**config.mk**
```make
export PLATFORM = sky130hd
export DESIGN_NAME = pwt_top
export DESIGN_NICKNAME = d
export VERILOG_FILES = /design/src/pwt_pkg.sv /design/src/pwt_pin_sync.sv /design/src/pwt_prescaler.sv /design/src/pwt_top.sv
export SDC_FILE = /design/constraint.sdc
export NUM_CORES = 1
export LEC_CHECK = 0
export BUFFER_PORTS_ARGS = -buffer_cell sky130_fd_sc_hd__buf_2
export CELL_PAD_IN_SITES_DETAIL_PLACEMENT = 1
export CELL_PAD_IN_SITES_GLOBAL_PLACEMENT = 2
export CORE_MARGIN = 5
export CORE_UTILIZATION = 41
export DETAILED_ROUTE_END_ITERATION = 8
export PLACE_DENSITY = 0.93
export SYNTH_ARGS = -nofsm -noshare
export SYNTH_HDL_FRONTEND = slang
export SYNTH_HIERARCHICAL = 1
export SYNTH_SLANG_ARGS = --single-unit
```
**constraint.sdc**
```tcl
create_clock -name ref_clk -period 7.3 [get_ports ref_clk]
set_input_delay 1.46 -clock ref_clk [delete_from_list [all_inputs] [get_ports ref_clk]]
set_output_delay 1.46 -clock ref_clk [all_outputs]
set_load 0.01 [all_outputs]
```
**src/pwt_pkg.sv**
```systemverilog
// constants, types and register map of the pwm / wait one-shot timer
// assumes an axi4-lite master on the same 20 MHz ref_clk
package pwt_pkg;

  localparam int CNT_W = 16;
  localparam int AXI_AW = 6;

  // byte offsets
  localparam logic [AXI_AW-1:0] OFS_MODE   = 6'h00;
  localparam logic [AXI_AW-1:0] OFS_CTRL1  = 6'h04;
  localparam logic [AXI_AW-1:0] OFS_CTRL2  = 6'h08;
  localparam logic [AXI_AW-1:0] OFS_COUNT  = 6'h0C;
  localparam logic [AXI_AW-1:0] OFS_CMP_A  = 6'h10;
  localparam logic [AXI_AW-1:0] OFS_CMP_B  = 6'h14;
  localparam logic [AXI_AW-1:0] OFS_CMP_C  = 6'h18;
  localparam logic [AXI_AW-1:0] OFS_CMP_D  = 6'h1C;
  localparam logic [AXI_AW-1:0] OFS_STATUS = 6'h20;

  // timer_mode_reg fields
  localparam int MODE_START_BIT   = 0;
  localparam int MODE_ONESHOT_BIT = 1;
  localparam int MODE_BFC_BIT     = 2;
  localparam int MODE_BFD_BIT     = 3;
  // timer_control_reg_1 fields
  localparam int C1_SRC_LSB   = 0;
  localparam int C1_CLR_BIT   = 3;
  localparam int C1_INITB_BIT = 4;
  localparam int C1_INITC_BIT = 5;
  localparam int C1_INITD_BIT = 6;
  // timer_control_reg_2 fields
  localparam int C2_CSS_BIT    = 0;
  localparam int C2_TEDGE_LSB  = 1;
  // status fields, write one to clear
  localparam int ST_MATCH_A_BIT = 0;
  localparam int ST_OVF_BIT     = 4;

  localparam logic [CNT_W-1:0] CNT_RST  = 16'h0000;
  localparam logic [CNT_W-1:0] CMP_RST  = 16'hFFFF;
  localparam logic [CNT_W-1:0] CNT_MAX  = 16'hFFFF;
  localparam logic [1:0]       RESP_OK  = 2'h0;
  localparam logic [1:0]       RESP_ERR = 2'h2;

  typedef enum logic [2:0] {
    SRC_F1   = 3'h0,
    SRC_F2   = 3'h1,
    SRC_F4   = 3'h2,
    SRC_F8   = 3'h3,
    SRC_F32  = 3'h4,
    SRC_OSC  = 3'h5,
    SRC_EXT  = 3'h6
  } pwt_src_e;

  typedef enum logic [1:0] {
    TRG_NONE = 2'h0,
    TRG_RISE = 2'h1,
    TRG_FALL = 2'h2,
    TRG_BOTH = 2'h3
  } pwt_trg_e;

  typedef enum logic [1:0] {
    ST_IDLE  = 2'h0,
    ST_ARMED = 2'h1,
    ST_RUN   = 2'h3
  } pwt_state_e;

  typedef struct packed {
    logic     oneshot;
    logic     bfc;
    logic     bfd;
    logic     css;
    logic     clr;
    pwt_trg_e tedge;
    pwt_src_e src;
    logic     init_b;
    logic     init_c;
    logic     init_d;
  } pwt_cfg_s;

  localparam pwt_cfg_s CFG_RST = '{1'b0, 1'b0, 1'b0, 1'b0, 1'b0,
                                   TRG_NONE, SRC_F1, 1'b0, 1'b0, 1'b0};

endpackage

```
**src/pwt_pin_sync.sv**
```systemverilog
// two-flop synchroniser with edge detect for one outside pin
// assumes pin is asynchronous to ref_clk
`timescale 1ns/1ns
module pwt_pin_sync
  import pwt_pkg::*;
(
  input  wire logic ref_clk,
  input  wire logic rstn,
  input  wire logic pin_in,
  output logic      rise,
  output logic      fall
);

  logic s1_reg;
  logic s2_reg;
  logic s3_reg;

  always_ff @(posedge ref_clk or negedge rstn) begin
    if (!rstn) begin
      s1_reg <= 1'b0;
      s2_reg <= 1'b0;
      s3_reg <= 1'b0;
    end else begin
      s1_reg <= pin_in;
      s2_reg <= s1_reg;
      s3_reg <= s2_reg;
    end
  end

  assign rise = s2_reg & ~s3_reg;
  assign fall = ~s2_reg & s3_reg;

endmodule

```
**src/pwt_prescaler.sv**
```systemverilog
// free divider giving one-cycle enables at 1/1, 1/2, 1/4, 1/8, 1/32
// assumes single ref_clk domain
`timescale 1ns/1ns
module pwt_prescaler
  import pwt_pkg::*;
(
  input  wire logic       ref_clk,
  input  wire logic       rstn,
  output logic [4:0]      tick
);

  logic [4:0] div_reg;

  always_ff @(posedge ref_clk or negedge rstn) begin
    if (!rstn) begin
      div_reg <= 5'h00;
    end else begin
      div_reg <= div_reg + 5'h01;
    end
  end

  assign tick[0] = 1'b1;
  assign tick[1] = div_reg[0];
  assign tick[2] = &div_reg[1:0];
  assign tick[3] = &div_reg[2:0];
  assign tick[4] = &div_reg[4:0];

endmodule

```
**src/pwt_top.sv**
```systemverilog
// pwm / wait one-shot timer with axi4-lite register slave
// assumes pins asynchronous to ref_clk, master follows axi4-lite handshakes
`timescale 1ns/1ns
module pwt_top
  import pwt_pkg::*;
(
  input  wire logic              ref_clk,
  input  wire logic              rstn,
  input  wire logic [AXI_AW-1:0] s_axi_awaddr,
  input  wire logic              s_axi_awvalid,
  output logic                   s_axi_awready,
  input  wire logic [31:0]       s_axi_wdata,
  input  wire logic [3:0]        s_axi_wstrb,
  input  wire logic              s_axi_wvalid,
  output logic                   s_axi_wready,
  output logic [1:0]             s_axi_bresp,
  output logic                   s_axi_bvalid,
  input  wire logic              s_axi_bready,
  input  wire logic [AXI_AW-1:0] s_axi_araddr,
  input  wire logic              s_axi_arvalid,
  output logic                   s_axi_arready,
  output logic [31:0]            s_axi_rdata,
  output logic [1:0]             s_axi_rresp,
  output logic                   s_axi_rvalid,
  input  wire logic              s_axi_rready,
  input  wire logic              external_trigger_pin,
  input  wire logic              external_clock_pin,
  input  wire logic              fast_onchip_osc_clock,
  output logic                   output_pin_b,
  output logic                   output_pin_c,
  output logic                   output_pin_d,
  output logic                   irq_req
);

  function automatic logic [31:0] merge(input logic [31:0] old,
                                        input logic [31:0] data,
                                        input logic [3:0]  strb);
    logic [31:0] res;
    res = old;
    for (int i = 0; i < 4; i++) begin
      if (strb[i]) begin
        res[i*8 +: 8] = data[i*8 +: 8];
      end
    end
    return res;
  endfunction

  // ---------------- pins and count source
  logic [2:0] pin_raw;
  logic [2:0] pin_rise;
  logic [2:0] pin_fall;
  logic [4:0] div_tick;

  assign pin_raw = {fast_onchip_osc_clock, external_clock_pin,
                    external_trigger_pin};

  genvar g;
  generate
    for (g = 0; g < 3; g++) begin : g_sync
      pwt_pin_sync u_sync (
        .ref_clk (ref_clk),
        .rstn    (rstn),
        .pin_in  (pin_raw[g]),
        .rise    (pin_rise[g]),
        .fall    (pin_fall[g])
      );
    end
  endgenerate

  pwt_prescaler u_pre (
    .ref_clk (ref_clk),
    .rstn    (rstn),
    .tick    (div_tick)
  );

  // ---------------- registers
  pwt_cfg_s         cfg_reg;
  pwt_state_e       state_reg;
  pwt_state_e       state_next;
  logic [CNT_W-1:0] cnt_reg;
  logic [CNT_W-1:0] cnt_next;
  logic [CNT_W-1:0] cmp_a_reg;
  logic [CNT_W-1:0] cmp_b_reg;
  logic [CNT_W-1:0] cmp_c_reg;
  logic [CNT_W-1:0] cmp_d_reg;
  logic [4:0]       status_reg;
  logic [AXI_AW-1:0] aw_addr_reg;
  logic [31:0]      w_data_reg;
  logic [3:0]       w_strb_reg;

  logic src_tick;
  assign src_tick = (cfg_reg.src == SRC_F1)  ? div_tick[0] :
                    (cfg_reg.src == SRC_F2)  ? div_tick[1] :
                    (cfg_reg.src == SRC_F4)  ? div_tick[2] :
                    (cfg_reg.src == SRC_F8)  ? div_tick[3] :
                    (cfg_reg.src == SRC_F32) ? div_tick[4] :
                    (cfg_reg.src == SRC_OSC) ? pin_rise[2] :
                    (cfg_reg.src == SRC_EXT) ? pin_rise[1] : 1'b0;

  logic trig_hit;
  assign trig_hit = (cfg_reg.tedge == TRG_RISE) ? pin_rise[0] :
                    (cfg_reg.tedge == TRG_FALL) ? pin_fall[0] :
                    (cfg_reg.tedge == TRG_BOTH) ? (pin_rise[0] | pin_fall[0])
                                                : 1'b0;

  // ---------------- axi write side
  logic               wr_go;
  logic [3:0]         wr_idx;
  logic               wr_mapped;
  logic [31:0]        wr_merged;
  logic               wr_mode;
  logic               wr_ctrl1;
  logic               wr_ctrl2;
  logic               wr_cnt;
  logic               wr_a;
  logic               wr_b;
  logic               wr_c;
  logic               wr_d;
  logic               wr_st;
  logic [31:0]        wr_old;

  assign wr_go     = ~s_axi_awready & ~s_axi_wready & ~s_axi_bvalid;
  assign wr_idx    = aw_addr_reg[5:2];
  assign wr_mapped = aw_addr_reg <= OFS_STATUS;
  assign wr_mode   = wr_go & (aw_addr_reg[5:2] == OFS_MODE[5:2]);
  assign wr_ctrl1  = wr_go & (wr_idx == OFS_CTRL1[5:2]);
  assign wr_ctrl2  = wr_go & (wr_idx == OFS_CTRL2[5:2]);
  assign wr_cnt    = wr_go & (wr_idx == OFS_COUNT[5:2]);
  assign wr_a      = wr_go & (wr_idx == OFS_CMP_A[5:2]);
  assign wr_b      = wr_go & (wr_idx == OFS_CMP_B[5:2]);
  assign wr_c      = wr_go & (wr_idx == OFS_CMP_C[5:2]);
  assign wr_d      = wr_go & (wr_idx == OFS_CMP_D[5:2]);
  assign wr_st     = wr_go & (wr_idx == OFS_STATUS[5:2]);
  assign wr_merged = merge(wr_old, w_data_reg, w_strb_reg);

  // ---------------- read mux
  logic [31:0] rd_mode;
  logic [31:0] rd_ctrl1;
  logic [31:0] rd_ctrl2;
  logic [31:0] rd_word;
  logic [3:0]  rd_idx;

  assign rd_mode  = {28'h0000000, cfg_reg.bfd, cfg_reg.bfc,
                     cfg_reg.oneshot, state_reg != ST_IDLE};
  assign rd_ctrl1 = {25'h0000000, cfg_reg.init_d, cfg_reg.init_c,
                     cfg_reg.init_b, cfg_reg.clr, cfg_reg.src};
  assign rd_ctrl2 = {29'h00000000, cfg_reg.tedge, cfg_reg.css};
  assign rd_idx   = s_axi_araddr[5:2];
  assign rd_word  = (rd_idx == OFS_MODE[5:2])   ? rd_mode  :
                    (rd_idx == OFS_CTRL1[5:2])  ? rd_ctrl1 :
                    (rd_idx == OFS_CTRL2[5:2])  ? rd_ctrl2 :
                    (rd_idx == OFS_COUNT[5:2])  ? {16'h0000, cnt_reg}   :
                    (rd_idx == OFS_CMP_A[5:2])  ? {16'h0000, cmp_a_reg} :
                    (rd_idx == OFS_CMP_B[5:2])  ? {16'h0000, cmp_b_reg} :
                    (rd_idx == OFS_CMP_C[5:2])  ? {16'h0000, cmp_c_reg} :
                    (rd_idx == OFS_CMP_D[5:2])  ? {16'h0000, cmp_d_reg} :
                    (rd_idx == OFS_STATUS[5:2]) ? {27'h0000000, status_reg}
                                                : 32'h00000000;
  assign wr_old   = (wr_idx == OFS_MODE[5:2])  ? rd_mode  :
                    (wr_idx == OFS_CTRL1[5:2]) ? rd_ctrl1 :
                    (wr_idx == OFS_CTRL2[5:2]) ? rd_ctrl2 :
                    (wr_idx == OFS_COUNT[5:2]) ? {16'h0000, cnt_reg}   :
                    (wr_idx == OFS_CMP_A[5:2]) ? {16'h0000, cmp_a_reg} :
                    (wr_idx == OFS_CMP_B[5:2]) ? {16'h0000, cmp_b_reg} :
                    (wr_idx == OFS_CMP_C[5:2]) ? {16'h0000, cmp_c_reg} :
                    (wr_idx == OFS_CMP_D[5:2]) ? {16'h0000, cmp_d_reg} :
                                                 32'h00000000;

  // ---------------- timer core decode
  logic start_wr1;
  logic start_wr0;
  logic trig_mode;
  logic step;
  logic m_a;
  logic m_b;
  logic m_c;
  logic m_d;
  logic period_end;
  logic os_stop;
  logic ovf;
  logic trig_start;

  assign start_wr1  = wr_mode & wr_merged[MODE_START_BIT];
  assign start_wr0  = wr_mode & ~wr_merged[MODE_START_BIT];
  assign trig_mode  = (cfg_reg.tedge != TRG_NONE) & cfg_reg.css;
  assign step       = (state_reg == ST_RUN) & src_tick & ~wr_mode;
  assign m_a        = cnt_reg == cmp_a_reg;
  assign m_b        = cnt_reg == cmp_b_reg;
  assign m_c        = cnt_reg == cmp_c_reg;
  assign m_d        = cnt_reg == cmp_d_reg;
  assign period_end = step & m_a;
  assign os_stop    = period_end & cfg_reg.oneshot & cfg_reg.css;
  assign ovf        = step & ~m_a & (cnt_reg == CNT_MAX);
  assign trig_start = (state_reg == ST_ARMED) & trig_hit & ~wr_mode;

  always_comb begin
    state_next = state_reg;
    unique case (state_reg)
      ST_IDLE:  if (start_wr1) begin
                  state_next = trig_mode ? ST_ARMED : ST_RUN;
                end
      ST_ARMED: if (start_wr0) begin
                  state_next = ST_IDLE;
                end else if (trig_start) begin
                  state_next = ST_RUN;
                end
      ST_RUN:   if (start_wr0) begin
                  state_next = ST_IDLE;
                end else if (os_stop) begin
                  state_next = trig_mode ? ST_ARMED : ST_IDLE;
                end
      default:  state_next = ST_IDLE;
    endcase
  end

  always_comb begin
    cnt_next = cnt_reg;
    if (wr_cnt) begin
      cnt_next = wr_merged[CNT_W-1:0];
    end else if (trig_start) begin
      cnt_next = CNT_RST;
    end else if (period_end) begin
      cnt_next = (os_stop & ~cfg_reg.clr) ? cnt_reg : CNT_RST;
    end else if (step) begin
      cnt_next = cnt_reg + 16'h0001;
    end
  end

  // pwm output change: active on own match, home on period match, no change when own compare equals period
  function automatic logic pwm_next(input logic cur,
                                    input logic init,
                                    input logic m_own,
                                    input logic eq_a);
    logic res;
    res = cur;
    if (!eq_a && m_own) begin
      res = ~init;
    end else if (!eq_a && m_a) begin
      res = init;
    end
    return res;
  endfunction

  logic out_b_next;
  logic out_c_next;
  logic out_d_next;
  logic idle_out;

  assign idle_out = (state_reg != ST_RUN) | start_wr0;

  always_comb begin
    out_b_next = output_pin_b;
    out_c_next = output_pin_c;
    out_d_next = output_pin_d;
    if (idle_out) begin
      out_b_next = cfg_reg.init_b;
      out_c_next = cfg_reg.init_c;
      out_d_next = cfg_reg.init_d;
    end else if (step && cfg_reg.oneshot) begin
      if (m_a || m_b) begin
        out_b_next = cfg_reg.init_b;
      end else if (m_c) begin
        out_b_next = ~cfg_reg.init_b;
      end
    end else if (step) begin
      out_b_next = pwm_next(output_pin_b, cfg_reg.init_b, m_b,
                            cmp_b_reg == cmp_a_reg);
      out_c_next = cfg_reg.bfc ? cfg_reg.init_c :
                   pwm_next(output_pin_c, cfg_reg.init_c, m_c,
                            cmp_c_reg == cmp_a_reg);
      out_d_next = cfg_reg.bfd ? cfg_reg.init_d :
                   pwm_next(output_pin_d, cfg_reg.init_d, m_d,
                            cmp_d_reg == cmp_a_reg);
    end
  end

  logic [4:0] evt;
  assign evt = {ovf, step & m_d, step & m_c, step & m_b, step & m_a};

  // ---------------- sequential
  always_ff @(posedge ref_clk or negedge rstn) begin
    if (!rstn) begin
      state_reg    <= ST_IDLE;
      cnt_reg      <= CNT_RST;
      output_pin_b <= 1'b0;
      output_pin_c <= 1'b0;
      output_pin_d <= 1'b0;
      irq_req      <= 1'b0;
      status_reg   <= 5'h00;
    end else begin
      state_reg    <= state_next;
      cnt_reg      <= cnt_next;
      output_pin_b <= out_b_next;
      output_pin_c <= out_c_next;
      output_pin_d <= out_d_next;
      irq_req      <= |evt;
      // set wins over write-one clear
      status_reg   <= (status_reg & ~(wr_st ? wr_merged[4:0] : 5'h00)) | evt;
    end
  end

  always_ff @(posedge ref_clk or negedge rstn) begin
    if (!rstn) begin
      cfg_reg <= CFG_RST;
    end else if (wr_mode) begin
      cfg_reg.oneshot <= wr_merged[MODE_ONESHOT_BIT];
      cfg_reg.bfc     <= wr_merged[MODE_BFC_BIT];
      cfg_reg.bfd     <= wr_merged[MODE_BFD_BIT];
    end else if (wr_ctrl1) begin
      cfg_reg.src     <= pwt_src_e'(wr_merged[C1_SRC_LSB +: 3]);
      cfg_reg.clr     <= wr_merged[C1_CLR_BIT];
      cfg_reg.init_b  <= wr_merged[C1_INITB_BIT];
      cfg_reg.init_c  <= wr_merged[C1_INITC_BIT];
      cfg_reg.init_d  <= wr_merged[C1_INITD_BIT];
    end else if (wr_ctrl2) begin
      cfg_reg.css     <= wr_merged[C2_CSS_BIT];
      cfg_reg.tedge   <= pwt_trg_e'(wr_merged[C2_TEDGE_LSB +: 2]);
    end
  end

  always_ff @(posedge ref_clk or negedge rstn) begin
    if (!rstn) begin
      cmp_a_reg <= CMP_RST;
      cmp_b_reg <= CMP_RST;
      cmp_c_reg <= CMP_RST;
      cmp_d_reg <= CMP_RST;
    end else begin
      if (wr_a) begin
        cmp_a_reg <= wr_merged[CNT_W-1:0];
      end else if (period_end && cfg_reg.bfc && !cfg_reg.oneshot) begin
        cmp_a_reg <= cmp_c_reg;
      end
      if (wr_b) begin
        cmp_b_reg <= wr_merged[CNT_W-1:0];
      end else if (period_end && cfg_reg.bfd) begin
        cmp_b_reg <= cmp_d_reg;
      end
      if (wr_c) begin
        cmp_c_reg <= wr_merged[CNT_W-1:0];
      end
      if (wr_d) begin
        cmp_d_reg <= wr_merged[CNT_W-1:0];
      end
    end
  end

  // axi handshakes; ready low means item held
  always_ff @(posedge ref_clk or negedge rstn) begin
    if (!rstn) begin
      s_axi_awready <= 1'b1;
      s_axi_wready  <= 1'b1;
      s_axi_bvalid  <= 1'b0;
      s_axi_bresp   <= RESP_OK;
      aw_addr_reg   <= OFS_MODE;
      w_data_reg    <= 32'h00000000;
      w_strb_reg    <= 4'h0;
    end else begin
      if (s_axi_awvalid && s_axi_awready) begin
        s_axi_awready <= 1'b0;
        aw_addr_reg   <= s_axi_awaddr;
      end else if (wr_go) begin
        s_axi_awready <= 1'b1;
      end
      if (s_axi_wvalid && s_axi_wready) begin
        s_axi_wready <= 1'b0;
        w_data_reg   <= s_axi_wdata;
        w_strb_reg   <= s_axi_wstrb;
      end else if (wr_go) begin
        s_axi_wready <= 1'b1;
      end
      if (wr_go) begin
        s_axi_bvalid <= 1'b1;
        s_axi_bresp  <= wr_mapped ? RESP_OK : RESP_ERR;
      end else if (s_axi_bready) begin
        s_axi_bvalid <= 1'b0;
      end
    end
  end

  always_ff @(posedge ref_clk or negedge rstn) begin
    if (!rstn) begin
      s_axi_arready <= 1'b1;
      s_axi_rvalid  <= 1'b0;
      s_axi_rdata   <= 32'h00000000;
      s_axi_rresp   <= RESP_OK;
    end else if (s_axi_arvalid && s_axi_arready) begin
      s_axi_arready <= 1'b0;
      s_axi_rvalid  <= 1'b1;
      s_axi_rdata   <= rd_word;
      s_axi_rresp   <= (s_axi_araddr <= OFS_STATUS) ? RESP_OK : RESP_ERR;
    end else if (s_axi_rvalid && s_axi_rready) begin
      s_axi_rvalid  <= 1'b0;
      s_axi_arready <= 1'b1;
    end
  end
endmodule

```
==> results.md <==
- Slew Viols, Final: 0
- Final setup viols: 0
- TritonCTS buffer count: 17
- Max_cap viols: 0
- Post-Synthesis Cells: 1,080
- Vias: 8,665
- Required @ worst endpoint: 7.63 ns
- Cell Area, Synth: 0.0104 mm2
- Final Skew: 0.00956 ns
- First-pass GRT wire length: 53,600 um
- Most common cell after layout, fill and taps aside: nand2_1
- Clock root buffer: clkbuf_16
- HP Start: g_sync[1].u_sync/s1_reg
- CTS tree: built
- Status: complete, no violations
- Hold Slack: 0.350 ns
- Drc violations: 0
- RSZ-0062 raised after global routing: false
- Hold Path End: g_sync[1].u_sync/s2_reg
- FF-to-FF End: cmp_b_reg[8]
- GRT overflow: 0
- Final Cell Area: 0.0114 mm2
- Port Buffer Count: 66
- Clock Tree Buf Depth: 2
- Area of the core: 0.0251 mm2
- Worst-Margin Slew: 1.37 ns
- Fillers: 2,885
- Reg clk slew, reported paths: 0.07 ns
- Initial Utilization: 41.5%
- Antenna violations before repair: 0
- Crit-path max FO: 16
- GPL Wtd Cong: 0.931
- DRT iter0 DRCs: 745
- Setup crit end kind: register
- Vias in the first global route: 8,895
- Clock latency on the worst-skew pair: 0.45 ns
- R2R cell count: 7
- Worst setup SP type: register
- Largest net degree at the start of global routing: 103
- Max_slew headroom: 8.35%
- Peak VDD IR: 0.192 mV
- Most frequent cells in the layout: 130 x nand2_1, 107 x o21ai_0, 98 x dfrtp_1
- DRT Wirelength: 34,700 um
- Layout cell share with drive strength beyond 1: 23.0%
- Number of diodes: 0
- Layout Nets: 1,149
- Cts hold-fix bufs: 0
- Hold depth: 0
- Worst Hold Class: reg -> reg
- Final Hold Vio Count: 0
- WP data arrival: 4.29 ns
- Global Route Usage Sum: 24.1%
- Syn Area/Cell: 9.65 um2
- DR pass1 iterations: 5
- Crit share post-route: 54.1%
- Die span in x: 169 um
- Total power divided by cell area: 438 mW/mm2
- Post-CTS sizing: 0
- Crit path time final: 3.95 ns
- Post-DRT Antenna Nets: 0
- Leakage: 4.70 nW
- Synth Warn #: 6
- Worst r2r src: cnt_reg[13]
- Post-CTS Setup Bufs: 0
- CP Class: reg -> reg
- Dpl cell area: 0.0108 mm2
- Setup TNS: 0 ns
- Power Total: 4.99 mW
- Drt wl/cell: 24.3 um
- Die Area: 0.0287 mm2
- R2r setup slk: 3.35 ns
- HPWL after DPL: 24,700 um
- Die H: 169 um
- Clock Sinks: 165
- I/O Pins: 103
- H-tree lvl count: 4
- Vias per inst: 6.06
- Site Rows: 58
- Max Fclk: 0.253 GHz
- Layout area overhead: 9.28%
-- power breakdown --
part,total [mW],switching [mW],leakage [nW],internal (mW)
sequential,2.06,0.687,1.91,1.37
clock,0.975,0.425,0.299,0.550
combinational,1.95,1.09,2.49,0.862
total,4.99,2.20,4.70,2.78
-- worst max path at each step --
stage                     from               to  slack (ns)  cells past startpoint
6_report           cnt_reg[13]     cmp_b_reg[8]        3.35                      7
5_1_grt            cnt_reg[13]     cmp_b_reg[8]        3.29                      7
4_1_cts            cnt_reg[13]     cmp_b_reg[8]        3.48                      7
2_1_floorplan  s_axi_araddr[2]  s_axi_rdata[10]        4.26                      6
3_5_place_dp       cnt_reg[13]     cmp_b_reg[8]        3.62                      7
3_3_place_gp       cnt_reg[13]     cmp_b_reg[4]        3.65                      7
-- per-layer routing --
| layer | vias up | part of all wire, % | global-route usage [%] |
|---|---|---|---|
| met5 | - | 0 | 0 |
| met4 | 0 | 2.9 | 8.44 |
| met3 | 56 | 6.8 | 4.71 |
| met2 | 334 | 46 | 37.5 |
| met1 | 4421 | 44 | 33.7 |
| li1 | 3854 | - | - |
-- stage by stage --
step	setup slack, ns	cells	utilization, %
after global routing	3.29	1430	45.4
after CTS	3.48	1430	45.4
after floorplan	4.26	1097	-
after global placement	3.65	1398	42.9
after detailed placement	3.62	1398	42.9
final	3.35	1430	45.4
-- layout make-up --
type / instances / area, um2 / share of cell area [%]
multi-input combinational: 810 / 5660 / 49.7
sequential: 165 / 4210 / 37.0
clock buffer: 18 / 429 / 3.77
timing repair buffer: 78 / 427 / 3.74
tap: 330 / 413 / 3.62
clock inverter: 14 / 193 / 1.69
inverter: 15 / 56.3 / 0.494
-- worst max-delay path: stages (launching register included) --
cell      delay (ns)
dfrtp_1         0.58
xor2_1          0.26
nor4_1          0.48
nand4_1         0.62
nor2_1          0.83
nand2_2         0.50
a211oi_1        0.45
a21oi_1         0.11
No activity file was read; power rests on OpenSTA's default activity.
